<file path="src/tpwm_pkg.sv">
// Package for the period timer and system clock PWM block.
// Assumes AXI4-Lite register access with 32-bit data.
`default_nettype none
package tpwm_pkg;
  localparam int unsigned ADDR_W = 6;
  localparam logic [5:0] OFS_CONTROL = 6'h00;
  localparam logic [5:0] OFS_COUNT = 6'h04;
  localparam logic [5:0] OFS_PERIOD = 6'h08;
  localparam logic [5:0] OFS_DUTY_STAGED = 6'h0C;
  localparam logic [5:0] OFS_DUTY_ACTIVE = 6'h10;
  localparam logic [5:0] OFS_PHASE_STAGED = 6'h14;
  localparam logic [5:0] OFS_PHASE_ACTIVE = 6'h18;
  localparam logic [5:0] OFS_FLAGS = 6'h1C;
  localparam logic [5:0] OFS_SYNC_MODE = 6'h20;
  localparam int unsigned CTL_RUN_BIT = 2;
  localparam logic [7:0] COUNT_RESET = 8'h00;
  localparam logic [7:0] PERIOD_RESET = 8'hFF;
  localparam logic [7:0] DUTY_RESET = 8'h00;
  localparam logic [7:0] PHASE_RESET = 8'h00;
  localparam logic [1:0] RESP_OKAY = 2'h0;
  localparam logic [1:0] RESP_SLVERR = 2'h2;
  typedef enum logic [1:0] {TPWM_STANDALONE, TPWM_MASTER, TPWM_SLAVE} tpwm_sync_mode_t;
  typedef struct packed {
    logic       run;
    logic [1:0] prescale_sel;
  } tpwm_ctrl_t;
  typedef struct packed {
    logic       wr;
    logic [5:0] addr;
    logic [7:0] data;
  } tpwm_wr_t;
endpackage : tpwm_pkg
`default_nettype wire

</file>
<file path="src/tpwm_prescaler.sv">
// Prescaler: emits a one-cycle tick every 1, 4, 8 or 16 clocks.
// Assumes a synchronous clear from the register logic.
`timescale 1ns/1ps
`default_nettype none
module tpwm_prescaler #(
  parameter int unsigned CNT_W = 4
) (
  input  wire logic       mclk_i,
  input  wire logic       rst_n_i,
  input  wire logic       clear_i,
  input  wire logic       run_i,
  input  wire logic [1:0] sel_i,
  output logic            tick_o
);
  logic [CNT_W-1:0] count;
  logic [CNT_W-1:0] last;
  always_comb begin
    case (sel_i)
      2'h0:    last = 4'h0;
      2'h1:    last = 4'h3;
      2'h2:    last = 4'h7;
      2'h3:    last = 4'hF;
      default: last = 4'h0;
    endcase
  end
  assign tick_o = run_i && !clear_i && (count >= last);
  always_ff @(posedge mclk_i) begin
    if (!rst_n_i || clear_i) begin
      count <= '0;
    end else if (run_i) begin
      count <= tick_o ? '0 : count + 1'b1;
    end
  end
endmodule // tpwm_prescaler
`default_nettype wire

</file>
<file path="src/tpwm_axil_slave.sv">
// AXI4-Lite slave: one write and one read at a time, byte registers.
// Assumes the register store answers reads combinationally.
`timescale 1ns/1ps
`default_nettype none
module tpwm_axil_slave (
  input  wire logic       mclk_i,
  input  wire logic       rst_n_i,
  input  wire logic [5:0] awaddr_i,
  input  wire logic       awvalid_i,
  output logic            awready_o,
  input  wire logic [31:0] wdata_i,
  input  wire logic [3:0] wstrb_i,
  input  wire logic       wvalid_i,
  output logic            wready_o,
  output logic [1:0]      bresp_o,
  output logic            bvalid_o,
  input  wire logic       bready_i,
  input  wire logic [5:0] araddr_i,
  input  wire logic       arvalid_i,
  output logic            arready_o,
  output logic [31:0]     rdata_o,
  output logic [1:0]      rresp_o,
  output logic            rvalid_o,
  input  wire logic       rready_i,
  output tpwm_pkg::tpwm_wr_t wr_o,
  output logic [5:0]      rd_addr_o,
  output logic            rd_o,
  input  wire logic [7:0] rd_data_i,
  input  wire logic       rd_hit_i,
  input  wire logic       wr_hit_i
);
  logic       aw_held;
  logic       w_held;
  logic [5:0] aw_addr;
  logic [7:0] w_data;
  logic       w_lane0;
  wire  do_write = aw_held && w_held && !bvalid_o;
  assign awready_o = !aw_held && !bvalid_o;
  assign wready_o  = !w_held && !bvalid_o;
  assign arready_o = !rvalid_o;
  assign rd_addr_o = araddr_i;
  assign rd_o      = arvalid_i && arready_o;
  assign wr_o.wr   = do_write && w_lane0 && wr_hit_i;
  assign wr_o.addr = aw_addr;
  assign wr_o.data = w_data;
  always_ff @(posedge mclk_i) begin
    if (!rst_n_i) begin
      aw_held  <= 1'b0;
      w_held   <= 1'b0;
      aw_addr  <= '0;
      w_data   <= '0;
      w_lane0  <= 1'b0;
      bvalid_o <= 1'b0;
      bresp_o  <= tpwm_pkg::RESP_OKAY;
      rvalid_o <= 1'b0;
      rdata_o  <= '0;
      rresp_o  <= tpwm_pkg::RESP_OKAY;
    end else begin
      if (awvalid_i && awready_o) begin
        aw_held <= 1'b1;
        aw_addr <= awaddr_i;
      end
      if (wvalid_i && wready_o) begin
        w_held  <= 1'b1;
        w_data  <= wdata_i[7:0];
        w_lane0 <= wstrb_i[0];
      end
      if (do_write) begin
        aw_held  <= 1'b0;
        w_held   <= 1'b0;
        bvalid_o <= 1'b1;
        bresp_o  <= wr_hit_i ? tpwm_pkg::RESP_OKAY : tpwm_pkg::RESP_SLVERR;
      end else if (bready_i) begin
        bvalid_o <= 1'b0;
      end
      if (rd_o) begin
        rvalid_o <= 1'b1;
        rdata_o  <= {24'h000000, rd_data_i};
        rresp_o  <= rd_hit_i ? tpwm_pkg::RESP_OKAY : tpwm_pkg::RESP_SLVERR;
      end else if (rready_i) begin
        rvalid_o <= 1'b0;
      end
    end
  end
endmodule // tpwm_axil_slave
`default_nettype wire

</file>
<file path="src/tpwm_top.sv">
// Period timer with prescaler driving the converter system clock PWM.
// Assumes AXI4-Lite master on mclk_i; sync pin is asynchronous.
`timescale 1ns/1ps
`default_nettype none
// Overview of operation
// - Counter and period registers are 8 bits
// - Oscillator through prescaler advances counter
// - Prescale select picks 1, 4, 8, 16
// - Count up, wrap to zero after match
// - Match sets the period match flag
// - Counter and period readable and writable anytime
// - Reset: counter 00h, period FFh
// - Run enable starts and halts counting
// - Prescaler cleared by counter or control writes and reset
// - Control write keeps counter value
// - Control bits 7 to 3 read zero
// - Stand-alone PWM is the system clock
// - Gate drive duty capped by limit
// - Master drives system clock on sync pin
// - Slave ORs sync pin with match
// - Slave pulse latches duty and phase
// - Slave start delayed by phase times prescale
// - Period register sets PWM period
// - After match clear counter, latch duty
// - Duty time is staged duty times prescale
// - Staged duty applies after next match
module tpwm_top (
  input  wire logic        mclk_i,
  input  wire logic        rst_n_i,
  input  wire logic [5:0]  s_axil_awaddr_i,
  input  wire logic        s_axil_awvalid_i,
  output logic             s_axil_awready_o,
  input  wire logic [31:0] s_axil_wdata_i,
  input  wire logic [3:0]  s_axil_wstrb_i,
  input  wire logic        s_axil_wvalid_i,
  output logic             s_axil_wready_o,
  output logic [1:0]       s_axil_bresp_o,
  output logic             s_axil_bvalid_o,
  input  wire logic        s_axil_bready_i,
  input  wire logic [5:0]  s_axil_araddr_i,
  input  wire logic        s_axil_arvalid_i,
  output logic             s_axil_arready_o,
  output logic [31:0]      s_axil_rdata_o,
  output logic [1:0]       s_axil_rresp_o,
  output logic             s_axil_rvalid_o,
  input  wire logic        s_axil_rready_i,
  input  wire logic        sync_clock_pin_i,
  output logic             sync_clock_pin_o,
  output logic             sync_clock_pin_oe_o,
  input  wire logic        loop_drive_req_i,
  output logic             system_clock_o,
  output logic             high_side_gate_drive_o,
  output logic             low_side_gate_drive_o,
  output logic             period_match_flag_o
);
  tpwm_pkg::tpwm_ctrl_t      ctrl;
  tpwm_pkg::tpwm_sync_mode_t sync_mode;
  tpwm_pkg::tpwm_wr_t        wr;
  logic [7:0] period_timer_count;
  logic [7:0] period_match_value;
  logic [7:0] duty_limit_staged;
  logic [7:0] duty_limit_active;
  logic [7:0] phase_shift_staged;
  logic [7:0] phase_shift_active;
  logic       period_match_flag;
  logic       pwm_level;
  logic [2:0] sync_sr;
  logic       sync_level;
  logic       or_prev;
  logic [7:0] phase_cnt;
  logic       phase_wait;
  logic       tick;
  logic [5:0] rd_addr;
  logic       rd;
  logic [7:0] rd_data;
  logic       rd_hit;
  logic       wr_hit;

  wire is_slave   = (sync_mode == tpwm_pkg::TPWM_SLAVE);
  wire wr_ctrl    = wr.wr && (wr.addr == tpwm_pkg::OFS_CONTROL);
  wire wr_count   = wr.wr && (wr.addr == tpwm_pkg::OFS_COUNT);
  wire wr_period  = wr.wr && (wr.addr == tpwm_pkg::OFS_PERIOD);
  wire wr_duty    = wr.wr && (wr.addr == tpwm_pkg::OFS_DUTY_STAGED);
  wire wr_phase   = wr.wr && (wr.addr == tpwm_pkg::OFS_PHASE_STAGED);
  wire wr_flags   = wr.wr && (wr.addr == tpwm_pkg::OFS_FLAGS);
  wire wr_mode    = wr.wr && (wr.addr == tpwm_pkg::OFS_SYNC_MODE);
  wire presc_clr  = wr_count || wr_ctrl;
  wire match      = (period_timer_count == period_match_value);
  wire wrap       = tick && match;
  // Slave: external clock ORed with local match, rising edge latches
  wire or_sig     = sync_level || match;
  wire or_pulse   = is_slave && or_sig && !or_prev;
  // Slave holds off the counter during the phase delay
  wire run_tick   = tick && !(is_slave && phase_wait);
  wire run_wrap   = run_tick && match;

  tpwm_prescaler #(
    .CNT_W (4)
  ) u_presc (
    .mclk_i  (mclk_i),
    .rst_n_i (rst_n_i),
    .clear_i (presc_clr),
    .run_i   (ctrl.run),
    .sel_i   (ctrl.prescale_sel),
    .tick_o  (tick)
  );

  tpwm_axil_slave u_bus (
    .mclk_i    (mclk_i),
    .rst_n_i   (rst_n_i),
    .awaddr_i  (s_axil_awaddr_i),
    .awvalid_i (s_axil_awvalid_i),
    .awready_o (s_axil_awready_o),
    .wdata_i   (s_axil_wdata_i),
    .wstrb_i   (s_axil_wstrb_i),
    .wvalid_i  (s_axil_wvalid_i),
    .wready_o  (s_axil_wready_o),
    .bresp_o   (s_axil_bresp_o),
    .bvalid_o  (s_axil_bvalid_o),
    .bready_i  (s_axil_bready_i),
    .araddr_i  (s_axil_araddr_i),
    .arvalid_i (s_axil_arvalid_i),
    .arready_o (s_axil_arready_o),
    .rdata_o   (s_axil_rdata_o),
    .rresp_o   (s_axil_rresp_o),
    .rvalid_o  (s_axil_rvalid_o),
    .rready_i  (s_axil_rready_i),
    .wr_o      (wr),
    .rd_addr_o (rd_addr),
    .rd_o      (rd),
    .rd_data_i (rd_data),
    .rd_hit_i  (rd_hit),
    .wr_hit_i  (wr_hit)
  );

  // Write decode: active duty and phase are read only
  assign wr_hit = (wr.addr == tpwm_pkg::OFS_CONTROL) || (wr.addr == tpwm_pkg::OFS_COUNT)
               || (wr.addr == tpwm_pkg::OFS_PERIOD) || (wr.addr == tpwm_pkg::OFS_DUTY_STAGED)
               || (wr.addr == tpwm_pkg::OFS_PHASE_STAGED) || (wr.addr == tpwm_pkg::OFS_FLAGS)
               || (wr.addr == tpwm_pkg::OFS_SYNC_MODE);

  // Read mux
  always_comb begin
    rd_hit  = 1'b1;
    rd_data = 8'h00;
    case (rd_addr)
      tpwm_pkg::OFS_CONTROL:      rd_data = {5'h00, ctrl.run, ctrl.prescale_sel};
      tpwm_pkg::OFS_COUNT:        rd_data = period_timer_count;
      tpwm_pkg::OFS_PERIOD:       rd_data = period_match_value;
      tpwm_pkg::OFS_DUTY_STAGED:  rd_data = duty_limit_staged;
      tpwm_pkg::OFS_DUTY_ACTIVE:  rd_data = duty_limit_active;
      tpwm_pkg::OFS_PHASE_STAGED: rd_data = phase_shift_staged;
      tpwm_pkg::OFS_PHASE_ACTIVE: rd_data = phase_shift_active;
      tpwm_pkg::OFS_FLAGS:        rd_data = {7'h00, period_match_flag};
      tpwm_pkg::OFS_SYNC_MODE:    rd_data = {6'h00, sync_mode};
      default: begin
        rd_hit  = 1'b0;
        rd_data = 8'h00;
      end
    endcase
  end

  // Control, staged values and mode
  always_ff @(posedge mclk_i) begin
    if (!rst_n_i) begin
      ctrl               <= '0;
      sync_mode          <= tpwm_pkg::TPWM_STANDALONE;
      period_match_value <= tpwm_pkg::PERIOD_RESET;
      duty_limit_staged  <= tpwm_pkg::DUTY_RESET;
      phase_shift_staged <= tpwm_pkg::PHASE_RESET;
    end else begin
      if (wr_ctrl) begin
        ctrl.run          <= wr.data[tpwm_pkg::CTL_RUN_BIT];
        ctrl.prescale_sel <= wr.data[1:0];
      end
      if (wr_mode) begin
        case (wr.data[1:0])
          2'h1:    sync_mode <= tpwm_pkg::TPWM_MASTER;
          2'h2:    sync_mode <= tpwm_pkg::TPWM_SLAVE;
          default: sync_mode <= tpwm_pkg::TPWM_STANDALONE;
        endcase
      end
      if (wr_period) begin
        period_match_value <= wr.data;
      end
      if (wr_duty) begin
        duty_limit_staged <= wr.data;
      end
      if (wr_phase) begin
        phase_shift_staged <= wr.data;
      end
    end
  end

  // Counter; control write leaves it alone
  always_ff @(posedge mclk_i) begin
    if (!rst_n_i) begin
      period_timer_count <= tpwm_pkg::COUNT_RESET;
    end else if (wr_count) begin
      period_timer_count <= wr.data;
    end else if (run_wrap) begin
      period_timer_count <= 8'h00;
    end else if (run_tick) begin
      period_timer_count <= period_timer_count + 8'h01;
    end
  end

  // Match flag: set wins over software clear (write 1 to clear)
  always_ff @(posedge mclk_i) begin
    if (!rst_n_i) begin
      period_match_flag <= 1'b0;
    end else if (match && ctrl.run) begin
      period_match_flag <= 1'b1;
    end else if (wr_flags && wr.data[0]) begin
      period_match_flag <= 1'b0;
    end
  end

  // Active duty and phase latching
  always_ff @(posedge mclk_i) begin
    if (!rst_n_i) begin
      duty_limit_active  <= tpwm_pkg::DUTY_RESET;
      phase_shift_active <= tpwm_pkg::PHASE_RESET;
    end else if (or_pulse) begin
      duty_limit_active  <= duty_limit_staged;
      phase_shift_active <= phase_shift_staged;
    end else if (!is_slave && run_wrap) begin
      duty_limit_active  <= duty_limit_staged;
    end
  end

  // Sync pin synchroniser and slave phase delay
  always_ff @(posedge mclk_i) begin
    if (!rst_n_i) begin
      sync_sr    <= 3'h0;
      sync_level <= 1'b0;
      or_prev    <= 1'b0;
      phase_cnt  <= 8'h00;
      phase_wait <= 1'b0;
    end else begin
      sync_sr <= {sync_sr[1:0], sync_clock_pin_i};
      if (sync_sr[2] == sync_sr[1]) begin
        sync_level <= sync_sr[2];
      end
      or_prev <= or_sig;
      if (or_pulse && sync_level && (phase_shift_staged != 8'h00)) begin
        phase_wait <= 1'b1;
        phase_cnt  <= phase_shift_staged;
      end else if (phase_wait && tick) begin
        phase_cnt  <= phase_cnt - 8'h01;
        phase_wait <= (phase_cnt != 8'h01);
      end
    end
  end

  // PWM: high from restart, low once counter reaches active duty
  always_ff @(posedge mclk_i) begin
    if (!rst_n_i) begin
      pwm_level <= 1'b0;
    end else if (!ctrl.run || (is_slave && phase_wait)) begin
      pwm_level <= 1'b0;
    end else if (run_wrap) begin
      pwm_level <= (duty_limit_staged != 8'h00);
    end else if (run_tick && (8'(period_timer_count + 8'h01) >= duty_limit_active)) begin
      pwm_level <= 1'b0;
    end
  end

  assign system_clock_o         = pwm_level;
  assign high_side_gate_drive_o = loop_drive_req_i && pwm_level;
  assign low_side_gate_drive_o  = !high_side_gate_drive_o && ctrl.run;
  assign sync_clock_pin_o       = pwm_level;
  assign sync_clock_pin_oe_o    = (sync_mode == tpwm_pkg::TPWM_MASTER);
  assign period_match_flag_o    = period_match_flag;
endmodule // tpwm_top
`default_nettype wire

</file>
<file path="config.mk">
export PLATFORM = sky130hd
export DESIGN_NAME = tpwm_top
export DESIGN_NICKNAME = d
export VERILOG_FILES = /design/src/tpwm_pkg.sv /design/src/tpwm_prescaler.sv /design/src/tpwm_axil_slave.sv /design/src/tpwm_top.sv
export SDC_FILE = /design/constraint.sdc
export NUM_CORES = 1
export LEC_CHECK = 0
export BUFFER_PORTS_ARGS = -buffer_cell sky130_fd_sc_hd__buf_4
export CORE_MARGIN = 8
export CORE_UTILIZATION = 30
export CTS_CLUSTER_SIZE = 14
export DETAILED_ROUTE_END_ITERATION = 8
export PLACE_DENSITY = 0.56
export SETUP_SLACK_MARGIN = 0.3
export SYNTH_ARGS = -nofsm -noshare
export SYNTH_HDL_FRONTEND = slang
export SYNTH_SLANG_ARGS = --single-unit
</file>
<file path="constraint.sdc">
create_clock -name mclk_i -period 4.7 [get_ports mclk_i]
set_input_delay 0.47 -clock mclk_i [delete_from_list [all_inputs] [get_ports mclk_i]]
set_output_delay 0.47 -clock mclk_i [all_outputs]
set_load 0.05 [all_outputs]
</file>
==> run summary <==
The flow ran to the end, and the final reports show no timing, DRC or antenna violations. For the data arrival time of the critical path, the log shows 2.75 ns. In this run the worst path has a maximum fanout of 14. The finished cells cover 0.00614 sq mm. Setup repair after global routing left no endpoint under its margin. The via count of the first global-routing pass is 4,019, and the count of flip-flops with a built-in enable after synthesis is 0. Measured on the finished design, the core utilization comes to 34.4%. The critical path is of the register to register type. Complex-gate fraction of the synthesized area: 11.0%. The DRC violation total after the first TritonRoute iteration was 352. TritonCTS built the clock tree.

The cell area after placement is 0.00584 sq mm, and the clock-pin slew on the worst setup and hold paths is 0.07 ns. The number of gates resized after CTS was 0. The share of total power dissipated in the clock network is 41.3%. The run gives 0 as the number of max-capacitance violations reported. For the global router's overall resource usage, the log shows 12.7%.

For the latest clock arrival within the worst-skew pair, the log shows 0.35 ns. Most used flip-flop cell after synthesis: dfxtp_1. For this run, design rule violations remaining after detail routing come to 0. The sequential power share was 49.1%; the final count of hold timing violations was 0. Global routing finished with a remaining overflow of 0. The count of cells in the finished layout, fillers not included, comes to 875.

Of the synthesized area, sequential elements account for 37.7%. Dividing the detail-routed wire length by the instance count gives 15.9 um. Counting flops with an async set or reset pin after synthesis yields a share of 0%. In this run the static leakage power is 2.45 nW. The post-synthesis sequential element count was 102; the distinct cell type count after synthesis was 68. From left edge to right edge, the die measures 150 um. Summing the areas of all and, or, nand and nor instances in the mapped netlist gives 21.1% of the synthesized area.

The largest net degree at the start of global routing was 52; the number of antenna violations at the first check in global routing was 0. Cell internal power was estimated by the tool at 1.36 mW. For the pin with the worst max-slew slack, the measured transition is 0.927 ns. After the last flow step, the layout net total stands at 715. In the final layout, the multi-input gates occupy 0.00305 sq mm. In this run the remaining antenna-violating nets after routing total 0. The initial standard-cell utilization of the core is 30.4%, and the placement row count is 49.

The H-tree generated during clock tree synthesis spans 3 levels. Setup total negative slack on the finished layout was measured at 0 ns. Detailed placement ended at an HPWL of 10,300 um.

Buffers inserted during clock tree synthesis total 9. The number of top-level design ports was 104; the fraction of layout instances using a drive strength above 1 was 14.9%. The fill cell instance count of the final layout came out at 1,859. Of the total synthesized cell area, the portion taken by XOR and XNOR cells is 3.55%. The synthesized area divided by synthesized cell count is 8.87 sq um. Walking the worst path, the cells encountered are or2_2 > ha_1 > nand2b_1 > a2111o_1 > nand4_4 > a21oi_2 > mux2i_1 > o22ai_1.

The synthesis-to-layout area growth is 13.2%. Timing would allow up to 397 MHz. The clock tree root buffer cell was clkbuf_16. The startpoint kind of the worst setup timing path is a register.

The total power after layout was 1.83 mW; the peak supply drop was 0.201 mV. The mapped netlist covers 0.00542 sq mm. The switching part of the total power is 25.7%, and the data required time at the worst endpoint is 4.94 ns.

The final period utilization works out to 53.5%. Per report_power, the combinational group accounts for 9.6% of the total. After synthesis, the largest family of logic cells by area is simple AND/OR/NAND/NOR gates. Mux cell area share after synthesis: 15.1%. The tightest slew margin relative to the limit is 38.0%, and the total power density per cell area is 298 mW/mm^2. The final layout contains routed wiring with a total length of 14,000 um.

The logs give 2.18 ns for the pre-CTS setup slack and 4,197 for the total vias in the final route. Setup violations remaining at the end of the flow were counted as 0. For this design the total switching power over the nets is 0.470 mW. The capturing element type of the critical path is a register. 0 antenna diodes ended up in the layout. Once routing completed, OpenROAD measured the worst setup slack at 2.18 ns. The die covers 0.0226 sq mm. Final hold analysis gives a worst-case slack of 0.302 ns. The final setup skew is 0.00645 ns, and the adder-cell area share of the yosys netlist is 3.69%.

The tools report the number of setup buffers added after CTS as 0. The congestion estimate from routability-driven global placement came to 0.825. The clock net in this run drives a total of 102 sinks. On the worst path, the slowest cell contributes a delay of 0.60 ns.

Synthesized netlist cell count: 611. Subtracting the final worst setup slack from the clock period gives 2.52 ns. The type of the tightest min-delay check is primary input to register. In the routed layout, each cell is associated on average with a via count of 4.80. The total of buffers placed on input and output ports was 50.

The logs give 22,600 um for the wire length of the first global-routing pass and 0.00204 sq mm for the register cell area after layout. Instance count after placement with tap cells included: 860. The tools report the number of warnings reported in the yosys synthesis log as 0. The logs give 0 for the final max-slew violation count and 0.0178 sq mm for the core region area. Worst-path cell with the longest stage delay: a21oi_2.

The quantity of hold-fixing buffers added after cts was 0. The logs give 4 for the iteration count of the initial detailed-routing pass and 2 for the maximum buffer depth of the clock tree. The die is 150 um tall.
==> critical path, delay by kind of cell (launching register included) <==
family | cells | cell delay [ns]
multiplexers | 1 | 0.28
adder cells (fa/ha/maj) | 1 | 0.27
AND/OR/NAND/NOR | 3 | 0.60
flip-flops | 1 | 0.34
AO/OA/AOI/OAI | 3 | 0.92
==> cell usage after synthesis, types with 5 or more instances <==
master	number	area, sq um
and3_1	8	50.1
dfxtp_1	102	2040
and2_1	5	31.3
a22oi_1	6	45.0
nand2_1	74	278
nor2_1	69	259
xor2_1	15	131
xnor2_1	7	61.3
nor2b_1	6	37.5
ha_1	16	200
buf_4	29	218
nor4_1	10	62.6
mux2_2	7	78.8
inv_1	17	63.8
clkbuf_1	17	63.8
a211oi_1	7	52.6
o21a_1	6	45.0
a22o_1	5	43.8
mux2i_1	67	671
nand2b_1	8	50.1
a21oi_1	19	95.1
o21ai_0	28	140
nand3_1	12	60.1
nor3_1	7	35.0
==> sequential cells by signal, indices dropped and copies added (netlist names), 3 cells and up <==
signal	count
phase_shift_active	8
u_bus.rdata_o	8
period_timer_count	8
u_bus.aw_addr	6
period_match_value	8
u_bus.w_data	8
phase_cnt	8
duty_limit_staged	8
duty_limit_active	8
u_presc.count	4
phase_shift_staged	8
ctrl	3
sync_sr	3
==> layout by cell type (no fill, tap or decap), types with 3 or more instances in the layout <==
master     netlist  layout
dfxtp_1        102     102
nand2_1         74      74
nor2_1          69      69
mux2i_1         67      67
buf_4           29      52
o21ai_0         28      28
conb_1           1      26
a21oi_1         19      19
inv_1           17      17
ha_1            16      16
xor2_1          15      15
nand3_1         12      12
nor4_1          10      10
clkbuf_16        0       9
and3_1           8       8
nand2b_1         8       8
xnor2_1          7       7
nor3_1           7       7
mux2_2           7       7
a211oi_1         7       7
nor2b_1          6       6
o21a_1           6       6
a22oi_1          6       6
and2_1           5       5
a22o_1           5       5
nand4_1          3       3
a21o_1           3       3
mux4_2           3       3
==> final cells by class <==
type,instances,share of cell area (%)
sequential,102,33.3
inverter,18,1.10
timing repair buffer,52,6.36
clock buffer,11,3.96
clock inverter,4,0.897
multi-input combinational,459,49.7
tap,229,4.67
==> logic make-up (layout without fill, tap and decap cells) <==
kind of cell,Yosys count,count (layout)
AOI/OAI and AO/OA,91,91
xor gates and xnor gates,22,22
other,1,26
DFF,102,102
adders and majority gates,16,16
buffers and inverters,75,85
and+or+nand+nor,227,227
muxes,77,77
==> worst paths after layout <==
path         depth (start not counted)                            endpoint             startpoint  slack (ns)
max reg2reg                          8  period_timer_count[0]$_SDFFE_PN0P_   ctrl[0]$_SDFFE_PN0P_        2.18
min                                  2         u_bus.rvalid_o$_SDFFE_PN0P_        s_axil_rready_i        0.30
min reg2reg                          2             sync_level$_SDFFE_PN0N_  sync_sr[2]$_SDFF_PN0_        0.46
max                                  8  period_timer_count[0]$_SDFFE_PN0P_   ctrl[0]$_SDFFE_PN0P_        2.18
==> power by group through the flow <==
stage          logic [mW]  registers (mW)  clock network [mW]
6_report            0.175           0.898               0.756
4_1_cts             0.176           0.898               0.782
3_3_place_gp        0.174           0.918                   0
5_1_grt             0.187           0.900               0.813
3_5_place_dp        0.176           0.918                   0
2_1_floorplan       0.143           0.917                   0
==> layer usage <==
metal / track usage [%] / up-vias / wire length, um
met5: 0 / - / 0
met4: 3.75 / 0 / 197
met3: 2.95 / 14 / 1070
met2: 18.5 / 98 / 5850
met1: 18.2 / 1940 / 6840
li1: - / 2145 / -
Power figures use the tool's default switching activity.
